<file path="src/logic/gp_pin_consts.svh">
/*
 gp_pin_consts.svh: pin numbers, counter width and timing counts for the
 general-purpose pin block. Assumes a 250 MHz device clock.
*/
`ifndef GP_PIN_CONSTS_SVH
`define GP_PIN_CONSTS_SVH
`define GP_PIN_COUNT 9
`define GP_PIN_SUSPEND 2
`define GP_PIN_LED 3
`define GP_PIN_LOW_POWER 4
`define GP_PIN_CONFIGURED 5
`define GP_PIN_EVENT 6
`define GP_PIN_ACK 7
`define GP_PIN_REQUEST 8
// nanoseconds keep the rounding sum inside a 32-bit int
`define CLK_PERIOD_NS 4
`define IDLE_SUSPEND_NS 3000000
`define IDLE_SUSPEND_CYCLES ((`IDLE_SUSPEND_NS + `CLK_PERIOD_NS - 1) / `CLK_PERIOD_NS)
`define EVENT_COUNT_WIDTH 16
`endif

</file>
<file path="src/logic/gp_pin_pkg.sv">
/*
 gp_pin_pkg.sv: types shared by the general-purpose pin block.
 Assumes gp_pin_consts.svh is on the include path.
*/
`include "gp_pin_consts.svh"
package gp_pin_pkg;
  // per-pin role; dedicated is honoured only on pins that own a function
  typedef enum logic [1:0] {
    role_gpio,
    role_chip_select,
    role_dedicated
  } pin_role_e;

  typedef enum logic [1:0] {
    edge_falling,
    edge_rising,
    pulse_low,
    pulse_high
  } event_mode_e;

  typedef enum logic [1:0] {
    usb_unconfigured,
    usb_configured,
    usb_suspended
  } usb_state_e;

  // usb core event strobes, one cycle each
  typedef struct packed {
    logic suspend_seen;
    logic resume_seen;
    logic bus_reset;
    logic configured;
    logic traffic;
  } usb_events_s;

  typedef struct packed {
    logic [`GP_PIN_COUNT-1:0] dir_out;
    logic [`GP_PIN_COUNT-1:0] out_value;
    logic [`GP_PIN_COUNT-1:0] write_strobe;
  } gpio_write_s;
endpackage

</file>
<file path="src/logic/gp_pin_function_status.sv">
/*
 gp_pin_function_status.sv: function selection and status lines for the
 nine general-purpose pins. Assumes usb core strobes and spi engine
 levels are synchronous to clk, and that pins 0 and 1 own no dedicated
 function, so the dedicated role only floats them.
*/
// Operation
// RULE_01 - nine pins, each gpio, select or function
// RULE_02 - reads see all pins, writes hit outputs
// RULE_03 - select pins driven with engine idle/active levels
// RULE_04 - suspend line low in suspend, high resumed
// RULE_05 - configured line high at reset, low configured
// RULE_06 - suspend signalling enters suspend, indicators follow
// RULE_07 - resume, bus reset or device reset resume
// RULE_08 - over 3 ms without traffic means suspend
// RULE_09 - low power line flags unconfigured device
// RULE_10 - event input pin is sampled and counted
// RULE_11 - external master requests bus on request line
// RULE_12 - ack line shows bus actually released
// RULE_13 - led line shows transfer in progress
// RULE_14 - led low while active, high idle
// RULE_15 - release at once if idle, else after transfer
// RULE_16 - low power line low at reset, high configured
// RULE_17 - request is active low, device evaluates it
// RULE_18 - unassigned functions leave other pins alone
`timescale 1ns/1ps
`include "gp_pin_consts.svh"
module gp_pin_function_status
  import gp_pin_pkg::*;
#(
  parameter int IDLE_SUSPEND_CYCLES = `IDLE_SUSPEND_CYCLES,
  parameter int COUNT_WIDTH = `EVENT_COUNT_WIDTH
) (
  input wire logic clk,
  input wire logic reset_n,
  input wire pin_role_e [`GP_PIN_COUNT-1:0] pin_role,
  input wire gpio_write_s gpio_write,
  input wire usb_events_s usb_events,
  input wire logic [`GP_PIN_COUNT-1:0] cs_idle_level,
  input wire logic [`GP_PIN_COUNT-1:0] cs_active_level,
  input wire logic spi_active,
  input wire logic spi_cancel,
  input wire logic release_enable,
  input wire event_mode_e event_mode,
  input wire logic event_clear,
  input wire logic [`GP_PIN_COUNT-1:0] pin_in,
  output logic [`GP_PIN_COUNT-1:0] pin_out,
  output logic [`GP_PIN_COUNT-1:0] pin_oe_n,
  output logic [`GP_PIN_COUNT-1:0] pin_level,
  output logic [COUNT_WIDTH-1:0] event_count,
  output logic bus_released,
  output logic suspended
);
  localparam int IDLE_W = $clog2(IDLE_SUSPEND_CYCLES + 1);

  usb_state_e usb_state;
  usb_state_e resume_state;
  logic [IDLE_W-1:0] idle_count;
  logic [`GP_PIN_COUNT-1:0] gpio_dir;
  logic [`GP_PIN_COUNT-1:0] gpio_value;
  logic [`GP_PIN_COUNT-1:0] drive;
  logic [`GP_PIN_COUNT-1:0] drive_en;

  wire idle_timeout = (idle_count == IDLE_W'(IDLE_SUSPEND_CYCLES)); // see RULE_08
  wire enter_suspend = usb_events.suspend_seen | idle_timeout; // see RULE_06
  wire leave_suspend = usb_events.resume_seen | usb_events.bus_reset; // see RULE_07
  wire is_suspended = (usb_state == usb_suspended);
  wire is_configured = (usb_state == usb_configured);

  // dedicated roles; other pins never see these states, see RULE_18
  wire [`GP_PIN_COUNT-1:0] is_dedicated;
  wire request_pin_on = (pin_role[`GP_PIN_REQUEST] == role_dedicated);
  // active low request from the outside master, see RULE_17
  wire release_request = request_pin_on & ~pin_in[`GP_PIN_REQUEST] & release_enable; // see RULE_11
  wire next_released = release_request & (~spi_active | spi_cancel); // see RULE_15

  // traffic, suspend or a resume restarts the quiet window, see RULE_08
  wire idle_restart = usb_events.traffic | is_suspended | leave_suspend;
  // the count parks at the limit until something restarts it
  wire [IDLE_W-1:0] next_idle = idle_restart ? '0 :
                                idle_timeout ? idle_count : idle_count + IDLE_W'(1);

  always_ff @(posedge clk or negedge reset_n) begin
    if (!reset_n)
      idle_count <= '0;
    else
      idle_count <= next_idle;
  end

  usb_state_e next_state;
  usb_state_e next_resume;

  // bus reset wins over every other strobe, see RULE_07
  always_comb begin
    next_state = usb_state;
    next_resume = resume_state;
    if (usb_events.bus_reset) begin
      next_state = usb_unconfigured;
      next_resume = usb_unconfigured;
    end else begin
      unique case (usb_state)
        usb_suspended: begin
          // configured strobes are ignored while suspended
          if (leave_suspend) begin
            next_state = resume_state;
          end
        end
        usb_unconfigured,
        usb_configured: begin
          if (enter_suspend) begin
            // resume returns to where suspend found us, see RULE_06
            next_resume = usb_state;
            next_state = usb_suspended;
          end else if (usb_events.configured) begin
            next_state = usb_configured;
          end
        end
        default: begin
          next_state = usb_unconfigured;
        end
      endcase
    end
  end

  // device reset lands in unconfigured, which reads as resumed, see RULE_07
  always_ff @(posedge clk or negedge reset_n) begin
    if (!reset_n) begin
      usb_state <= usb_unconfigured;
      resume_state <= usb_unconfigured;
    end else begin
      usb_state <= next_state;
      resume_state <= next_resume;
    end
  end

  // bus stays released while the request holds, released once safe
  always_ff @(posedge clk or negedge reset_n) begin
    if (!reset_n)
      bus_released <= 1'b0;
    else if (!release_request)
      bus_released <= 1'b0;
    else if (next_released)
      bus_released <= 1'b1;
  end

  // only pins already set as outputs take a strobe, see RULE_02
  wire [`GP_PIN_COUNT-1:0] gpio_take = gpio_write.write_strobe & gpio_dir;
  wire [`GP_PIN_COUNT-1:0] next_gpio_value = (gpio_value & ~gpio_take) |
                                             (gpio_write.out_value & gpio_take);

  always_ff @(posedge clk or negedge reset_n) begin
    if (!reset_n) begin
      gpio_dir <= '0;
      gpio_value <= '0;
    end else begin
      gpio_dir <= gpio_write.dir_out;
      gpio_value <= next_gpio_value;
    end
  end

  // per-pin selection between gpio, chip select and dedicated drive
  genvar g;
  generate
    for (g = 0; g < `GP_PIN_COUNT; g++) begin : gen_pin
      wire sel_gpio = (pin_role[g] == role_gpio);
      wire sel_cs = (pin_role[g] == role_chip_select);
      logic fn_value;
      logic fn_drive;
      assign is_dedicated[g] = (pin_role[g] == role_dedicated);
      // pins 6 and 8 only listen in their dedicated role
      always_comb begin
        fn_value = 1'b1;
        fn_drive = 1'b0;
        if (g == `GP_PIN_SUSPEND) begin
          fn_value = ~is_suspended; // see RULE_04
          fn_drive = 1'b1;
        end else if (g == `GP_PIN_LED) begin
          fn_value = ~spi_active; // see RULE_13 see RULE_14
          fn_drive = 1'b1;
        end else if (g == `GP_PIN_LOW_POWER) begin
          fn_value = is_configured; // see RULE_09 see RULE_16
          fn_drive = 1'b1;
        end else if (g == `GP_PIN_CONFIGURED) begin
          fn_value = ~is_configured; // see RULE_05
          fn_drive = 1'b1;
        end else if (g == `GP_PIN_ACK) begin
          fn_value = ~bus_released; // see RULE_12
          fn_drive = 1'b1;
        end
      end
      wire next_value = sel_cs ? (spi_active ? cs_active_level[g] : cs_idle_level[g]) : // see RULE_03
                        sel_gpio ? gpio_value[g] : fn_value;
      // selects float while the bus is handed over
      wire next_en = sel_cs ? ~bus_released : sel_gpio ? gpio_dir[g] : fn_drive; // see RULE_01
      always_ff @(posedge clk or negedge reset_n) begin
        if (!reset_n) begin
          drive[g] <= 1'b1;
          drive_en[g] <= 1'b0;
        end else begin
          drive[g] <= next_value;
          drive_en[g] <= next_en;
        end
      end
    end
  endgenerate

  assign pin_out = drive;
  assign pin_oe_n = ~drive_en;
  // read back the pad level of every pin, see RULE_02
  assign pin_level = pin_in;
  assign suspended = is_suspended;

  // counts only while pin 6 holds its event role, see RULE_10
  event_counter #(
    .WIDTH(COUNT_WIDTH)
  ) u_event_counter (
    .clk(clk),
    .reset_n(reset_n),
    .enable(is_dedicated[`GP_PIN_EVENT]),
    .mode(event_mode),
    .pin(pin_in[`GP_PIN_EVENT]),
    .clear(event_clear),
    .count(event_count)
  );
endmodule

</file>
<file path="src/logic/event_counter.sv">
/*
 event_counter.sv: counts qualifying events on one sampled pin.
 Assumes the pin is synchronous to clk.
*/
`timescale 1ns/1ps
`include "gp_pin_consts.svh"
module event_counter
  import gp_pin_pkg::*;
#(
  parameter int WIDTH = `EVENT_COUNT_WIDTH
) (
  input wire logic clk,
  input wire logic reset_n,
  input wire logic enable,
  input wire event_mode_e mode,
  input wire logic pin,
  input wire logic clear,
  output logic [WIDTH-1:0] count
);
  logic last;
  wire rise = pin & ~last;
  wire fall = ~pin & last;
  // a pulse counts when it ends, so its width is complete
  wire hit = (mode == edge_falling) ? fall :
             (mode == edge_rising) ? rise :
             (mode == pulse_low) ? rise : fall;
  wire [WIDTH-1:0] next_count = count + WIDTH'(1);

  always_ff @(posedge clk or negedge reset_n) begin
    if (!reset_n) begin
      last <= 1'b1;
      count <= '0;
    end else begin
      last <= pin;
      if (clear)
        count <= (enable && hit) ? WIDTH'(1) : '0;
      else if (enable && hit)
        count <= next_count; // see RULE_10
    end
  end
endmodule

</file>
<file path="config.mk">
export PLATFORM = sky130hd
export DESIGN_NAME = gp_pin_function_status
export DESIGN_NICKNAME = d
export VERILOG_FILES = /design/src/logic/gp_pin_pkg.sv /design/src/logic/gp_pin_function_status.sv /design/src/logic/event_counter.sv
export VERILOG_INCLUDE_DIRS = /design/src /design/src/logic
export SDC_FILE = /design/constraint.sdc
export NUM_CORES = 1
export LEC_CHECK = 0
export BUFFER_PORTS_ARGS = -buffer_cell sky130_fd_sc_hd__buf_4
export CELL_PAD_IN_SITES_DETAIL_PLACEMENT = 0
export CELL_PAD_IN_SITES_GLOBAL_PLACEMENT = 1
export CORE_AREA = 10 10 108 110
export DETAILED_ROUTE_END_ITERATION = 12
export DIE_AREA = 0 0 118 120
export GPL_ROUTABILITY_DRIVEN = 0
export PLACE_DENSITY = 0.82
export SETUP_SLACK_MARGIN = 0.02
export SKIP_LAST_GASP = 1
export SYNTH_ARGS = -nofsm -noshare
export SYNTH_HDL_FRONTEND = slang
export SYNTH_HIERARCHICAL = 1
export SYNTH_SLANG_ARGS = --single-unit
</file>
<file path="constraint.sdc">
create_clock -name clk -period 2.6 [get_ports clk]
set_input_delay 0.26 -clock clk [delete_from_list [all_inputs] [get_ports clk]]
set_output_delay 0.26 -clock clk [all_outputs]
set_load 0.01 [all_outputs]
</file>
# ---- After elaboration in Yosys (flattened, before gate mapping)
# Cells that the tools add are included.
dict set report totals {
  output_inout_bits 45
  input_bits 85
  register_bits 78
  word_cells 152
}
dict set report op_classes {
  n_eq_ne 20
  n_reduce_logical 18
  muxes 63
  bitwise_logic 23
  add_sub_neg 2
}
# cell count
set op_table {}
lappend op_table {{$mux W1} 51}
lappend op_table {{$mux W20} 2}
lappend op_table {{$mux W16} 2}
lappend op_table {{$and A9 B9 Y9} 3}
lappend op_table {{$eq A2 B1 Y1 const B} 11}
lappend op_table {{$logic_not A2 Y1} 11}
lappend op_table {{$add A20 B1 Y20 const B} 1}
lappend op_table {{$eq A20 B20 Y1 const B} 1}
lappend op_table {{$not A9 Y9} 2}
lappend op_table {{$add A16 B1 Y16 const B} 1}
lappend op_table {{$mux W2} 7}
lappend op_table {{$or A9 B9 Y9} 1}
lappend op_table {{$eq A2 B2 Y1 const B} 4}
lappend op_table {{$not A1 Y1} 7}
lappend op_table {{$reduce_bool A2 Y1} 3}
lappend op_table {{$and A1 B1 Y1} 5}
lappend op_table {{$or A1 B1 Y1} 5}
lappend op_table {{$ne A2 B1 Y1 const B} 2}
lappend op_table {{$ne A4 B4 Y1 const B} 1}
lappend op_table {{$pmux W2 S2} 1}
lappend op_table {{$reduce_and A2 Y1} 2}
lappend op_table {{$ne A3 B3 Y1 const B} 1}
lappend op_table {{$reduce_or A2 Y1} 1}
lappend op_table {{$logic_and A1 B1 Y1} 1}

# ---- Longest topological paths before layout
dict set report logic_depth {
  ltp_word 8
  mapped_depth 6
}

# ---- Modules after synthesis
# Netlist, hierarchy kept.
# module cells_each instances area_per_inst_um2 seq_area_each_um2
set by_module_without_submodules {}
lappend by_module_without_submodules {gp_pin_function_status 281 1 2871.5 1537.7}
lappend by_module_without_submodules {event_counter 100 1 979.7 426.7}

# ---- Worst setup path before layout
# No wires, ideal clock.
dict set report synth_timing {
  kind {reg-to-reg}
  start {register u_event_counter.count[4]}
  end {register u_event_counter.count[15]}
  n_path_buf 0
  setup_ns 0.078
  t_required_ns 2.522
  stages_incl_launch_ff 5
  setup_slack_ns 0.856
  arrival_ns 1.666
  period_less_slack_ns 1.744
  path_cell_list {dfrtp_1 -> nand4_2 -> or4_1 -> or4_1 -> a21oi_1}
}
dict set report synth_between {
  elab_chain_len 3
}
# element line
set synth_lines {}
lappend synth_lines {{start: declaration} event_counter.sv:18} ;# output logic [WIDTH-1:0] count
lappend synth_lines {{start signal: assignment} event_counter.sv:36} ;# count <= (enable && hit) ? WIDTH'(1) : '0;
lappend synth_lines {{start signal: assignment} event_counter.sv:38} ;# count <= next_count;
lappend synth_lines {{$add A16 B1 Y16} event_counter.sv:27} ;# wire [WIDTH-1:0] next_count = count + WIDTH'(1);
lappend synth_lines {{$mux W16} event_counter.sv:37} ;# else if (enable && hit)
lappend synth_lines {{$mux W16} event_counter.sv:35} ;# if (clear)
# Every way passes these cells. The select of a mux whose other input is x is not followed.
# A chain may end at the register's enable or synchronous reset.

# ---- Final worst setup path
dict set report layout_timing {
  start {register idle_count[0]}
  end {register resume_state[0]}
}
dict set report layout_between {
  elab_chain_len 4
}
# element line
set layout_lines {}
lappend layout_lines {{start: declaration} gp_pin_function_status.sv:58} ;# logic [IDLE_W-1:0] idle_count;
lappend layout_lines {{start signal: assignment} gp_pin_function_status.sv:87} ;# idle_count <= next_idle;
lappend layout_lines {{$eq A20 B20 Y1} gp_pin_function_status.sv:64} ;# wire idle_timeout = (idle_count == IDLE_W'(IDLE_SUSPEND_CYCLES));
lappend layout_lines {{$or A1 B1 Y1} gp_pin_function_status.sv:65} ;# wire enter_suspend = usb_events.suspend_seen | idle_timeout;
lappend layout_lines {{$reduce_bool A2 Y1 (no source line)} --}
lappend layout_lines {{$reduce_and A2 Y1 (no source line)} --}
lappend layout_lines {{end signal: assignment} gp_pin_function_status.sv:129} ;# resume_state <= usb_unconfigured;
lappend layout_lines {{end signal: assignment} gp_pin_function_status.sv:132} ;# resume_state <= next_resume;
lappend layout_lines {{end: declaration} gp_pin_function_status.sv:57} ;# usb_state_e resume_state;
# Every way passes these cells.

==> flow_metrics.tcl <==
set metrics [dict create \
    status "finished, final reports clean" \
    fp.dieH_um 120 \
    grt_pass1_vias 3167 \
    crit_type "flip-flop to flip-flop" \
    muxShareOfSynthArea 0.0718 \
    drt-total-wl_mm 9.95 \
    synth_compound_gate_area_share 0.104 \
    rr_worst_depth 6 \
    cp.arrival_ps 2190 \
    seq_area_frac_synth 0.510 \
    area_growth_pct 30.5 \
    yosys.area.top_type_share 0.442 \
    nets 580 \
    combPwrFrac 0.117 \
    wl_per_cell_um 15.8 \
    dp.cells 609 \
    synth_top_family_by_area "simple AND/OR/NAND/NOR gates" \
    synth_top_area_cell "dfrtp_1" \
    max_stage_delay_ps 490 \
    tightest_slew_ps 984 \
    die_area_um2 14200 \
    fillCellCount 893 \
    p_clk_frac 0.380 \
    tns_ps 0 \
    cts_tree "yes" \
    n_antenna_cell 0 \
    ys_top_cells_by_area "dfrtp_1 (44%), dfstp_2 (6.8%), mux2i_1 (4.2%)" \
    yosys.area_share.xor_xnor 0.0273 \
    grt_pass1_wl_mm 15.8 \
    rsz0062_at_grt "no" \
    portBuffers 115 \
    viasPerCell 5.09 \
    power_mw 2.59 \
    netSwitchingFraction 0.232 \
    cts_resized 0 \
    clock-sinks 78 \
    cp-end-kind "flip-flop" \
    cp_max_fo 5 \
    cp-startpoint "idle_count[0]" \
    cts_root_buf "clkbuf_8" \
    crit_chain "inv_1 > ha_1 > nor4bb_1 > nand3_1 > o31ai_1 > mux2i_1" \
    synth-seq-cells 78 \
    ys.flop_type "dfrtp_1" \
    ir_drop_mv 0.271 \
    ctsHtreeMaxLevel 3 \
    post-dp-hpwl_mm 7.59 \
    cts_buffer_depth 2 \
    postLayoutCoreUtil 0.526 \
    rows 36 \
    synth.distinct_cells 50 \
    synthCells 381 \
    finalCritPeriodShare 0.740 \
    leakagePower_nw 2.22 \
    core_um2 9550 \
    ant_nets 0 \
    initialDrtViolationCount 128 \
    drv_slew 0 \
    synth.most_common_cell "dfrtp_1" \
    worstSetupStartpointType "flip-flop" \
    pre_cts_slack_ps 611 \
    numCtsBuffers 9 \
    syn-num-nets 469 \
    syn_avg_cell_area_um2 10.1 \
    initial_core_util 0.403 \
    netlist_area_um2 3850 \
    pin_count 130 \
    firstDrtPassIters 4 \
    r2r_slack_ps 670 \
    cts.clk_slew.worst_paths_ps 80 \
    ys_async_sr_fraction 1.00 \
    dieWidth_um 118 \
    drc 0 \
    track_usage 0.136 \
    yosys_warnings 6 \
    finalCriticalPeriod_ps 1930 \
    regToRegStartpoint "idle_count[0]" \
    power.switching_uw 600 \
    p_seq_frac 0.503 \
    synth_commonest_cells "dfrtp_1 (68), nand2_1 (30), a21oi_1 (27)" \
    synthAdderAreaFrac 0.00975 \
    crit_required_ps 2870 \
    fmax_mhz 519 \
    cp-endpoint "resume_state[0]" \
    maxSlewHeadroom 0.344 \
    finClkSkew_ps 12.7 \
    grt_start_max_net_pins 79 \
    reg2reg_to "resume_state[0]" \
    power.internal_mw 1.99 \
    hold_class "primary input to flip-flop" \
    clk_latency_ps 350 \
    grt-ovfl-total 0 \
    pwr_density_cell_nw_per_um2 515 \
    setup_viol 0 \
    antenna_found_initial 0 \
    drive_gt1_frac 0.332 \
    synth-simple-area-share 0.227 \
    maxCapViolations 0 \
    synth_enable_flop_cells 0 \
    slowest_stage "o31ai_1" \
    finalHoldViolations 0 \
    finalNonFillerCells 630 \
    num_vias 3205 \
    setup_ws_ps 675 \
]
[power groups by stage]
stage	sequential, mW	clock, mW	combinational [mW]
global route	1.31	1.07	0.335
finish	1.30	0.985	0.304
global placement	1.32	0	0.296
detailed placement	1.33	0	0.303
CTS	1.30	1.02	0.307
floorplan	1.33	0	0.125
[area by class of cell]
| type | instances | area [µm²] | area share |
|---|---|---|---|
| sequential | 78 | 1960 | 0.391 |
| multi-input combinational | 265 | 1700 | 0.337 |
| timing repair buffer | 121 | 921 | 0.183 |
| tap | 133 | 166 | 0.0331 |
| clock buffer | 11 | 131 | 0.0261 |
| clock inverter | 5 | 83.8 | 0.0167 |
| inverter | 17 | 63.8 | 0.0127 |
[how the worst min path moves through the flow]
stage                  endpoint  cells past startpoint  slack [ps]            from
finish              gpio_dir[8]                      1          20  gpio_write[26]
global route        gpio_dir[8]                      1           3  gpio_write[26]
CTS                 gpio_dir[2]                      1           2  gpio_write[20]
detailed placement  gpio_dir[5]                      1         370  gpio_write[23]
global placement    gpio_dir[3]                      1         370  gpio_write[21]
floorplan             async pin                      0         -40         reset_n
[routing by layer]
layer	track usage	vias up	share of wire
met5	0	-	0
met4	0.0417	0	0.011
met3	0.0323	6	0.033
met2	0.248	71	0.54
met1	0.155	1551	0.42
li1	-	1577	-
[critical path: cells and delay by family, from the launching register on]
family          cells  cell delay, ps
fa+ha+maj           1             130
simple gates        2             480
buf+inv             1             100
mux                 1             230
flops               1             430
compound gates      1             490
[cells in the final DEF (no fill, tap or decap), types with 3 or more instances in the layout]
cell type,synthesis,routed
a211oi_1,3,3
a21oi_1,27,27
and3_1,6,6
and4_1,3,3
buf_4,9,116
clkbuf_8,0,9
dfrtp_1,68,68
dfstp_2,10,10
dlygate4sd3_1,0,5
ha_1,3,3
inv_1,17,17
mux2_2,9,9
mux2i_1,16,16
nand2_1,30,30
nand2b_1,11,11
nand3_1,16,16
nand3b_1,3,3
nand4_1,7,7
nor2_1,25,25
nor2b_1,4,4
nor3_1,3,3
nor4_1,4,4
o21ai_0,24,24
o31ai_1,10,10
or2_2,5,5
or3_1,9,9
or4_1,11,11
xnor2_1,6,6
xor2_1,6,6
[per-stage QoR]
stage | cell area (µm²) | hold slack [ps]
finish | 5030 | 23.3
global route | 5030 | 3.35
CTS | 5010 | 2.42
detailed placement | 4760 | 370
global placement | 4760 | 371
floorplan | 3850 | -35.6
[cells by family after synthesis]
group           Yosys count
simple gates            154
flops                    78
compound gates           70
buf+inv                  38
mux                      26
xor+xnor                 12
fa+ha+maj                 3
[timing repair]
item,CTS,global route
buffers inserted,0,0
hold endpoints to repair,3,2
hold buffers,3,2
No activity file was read; power rests on OpenSTA's default activity.
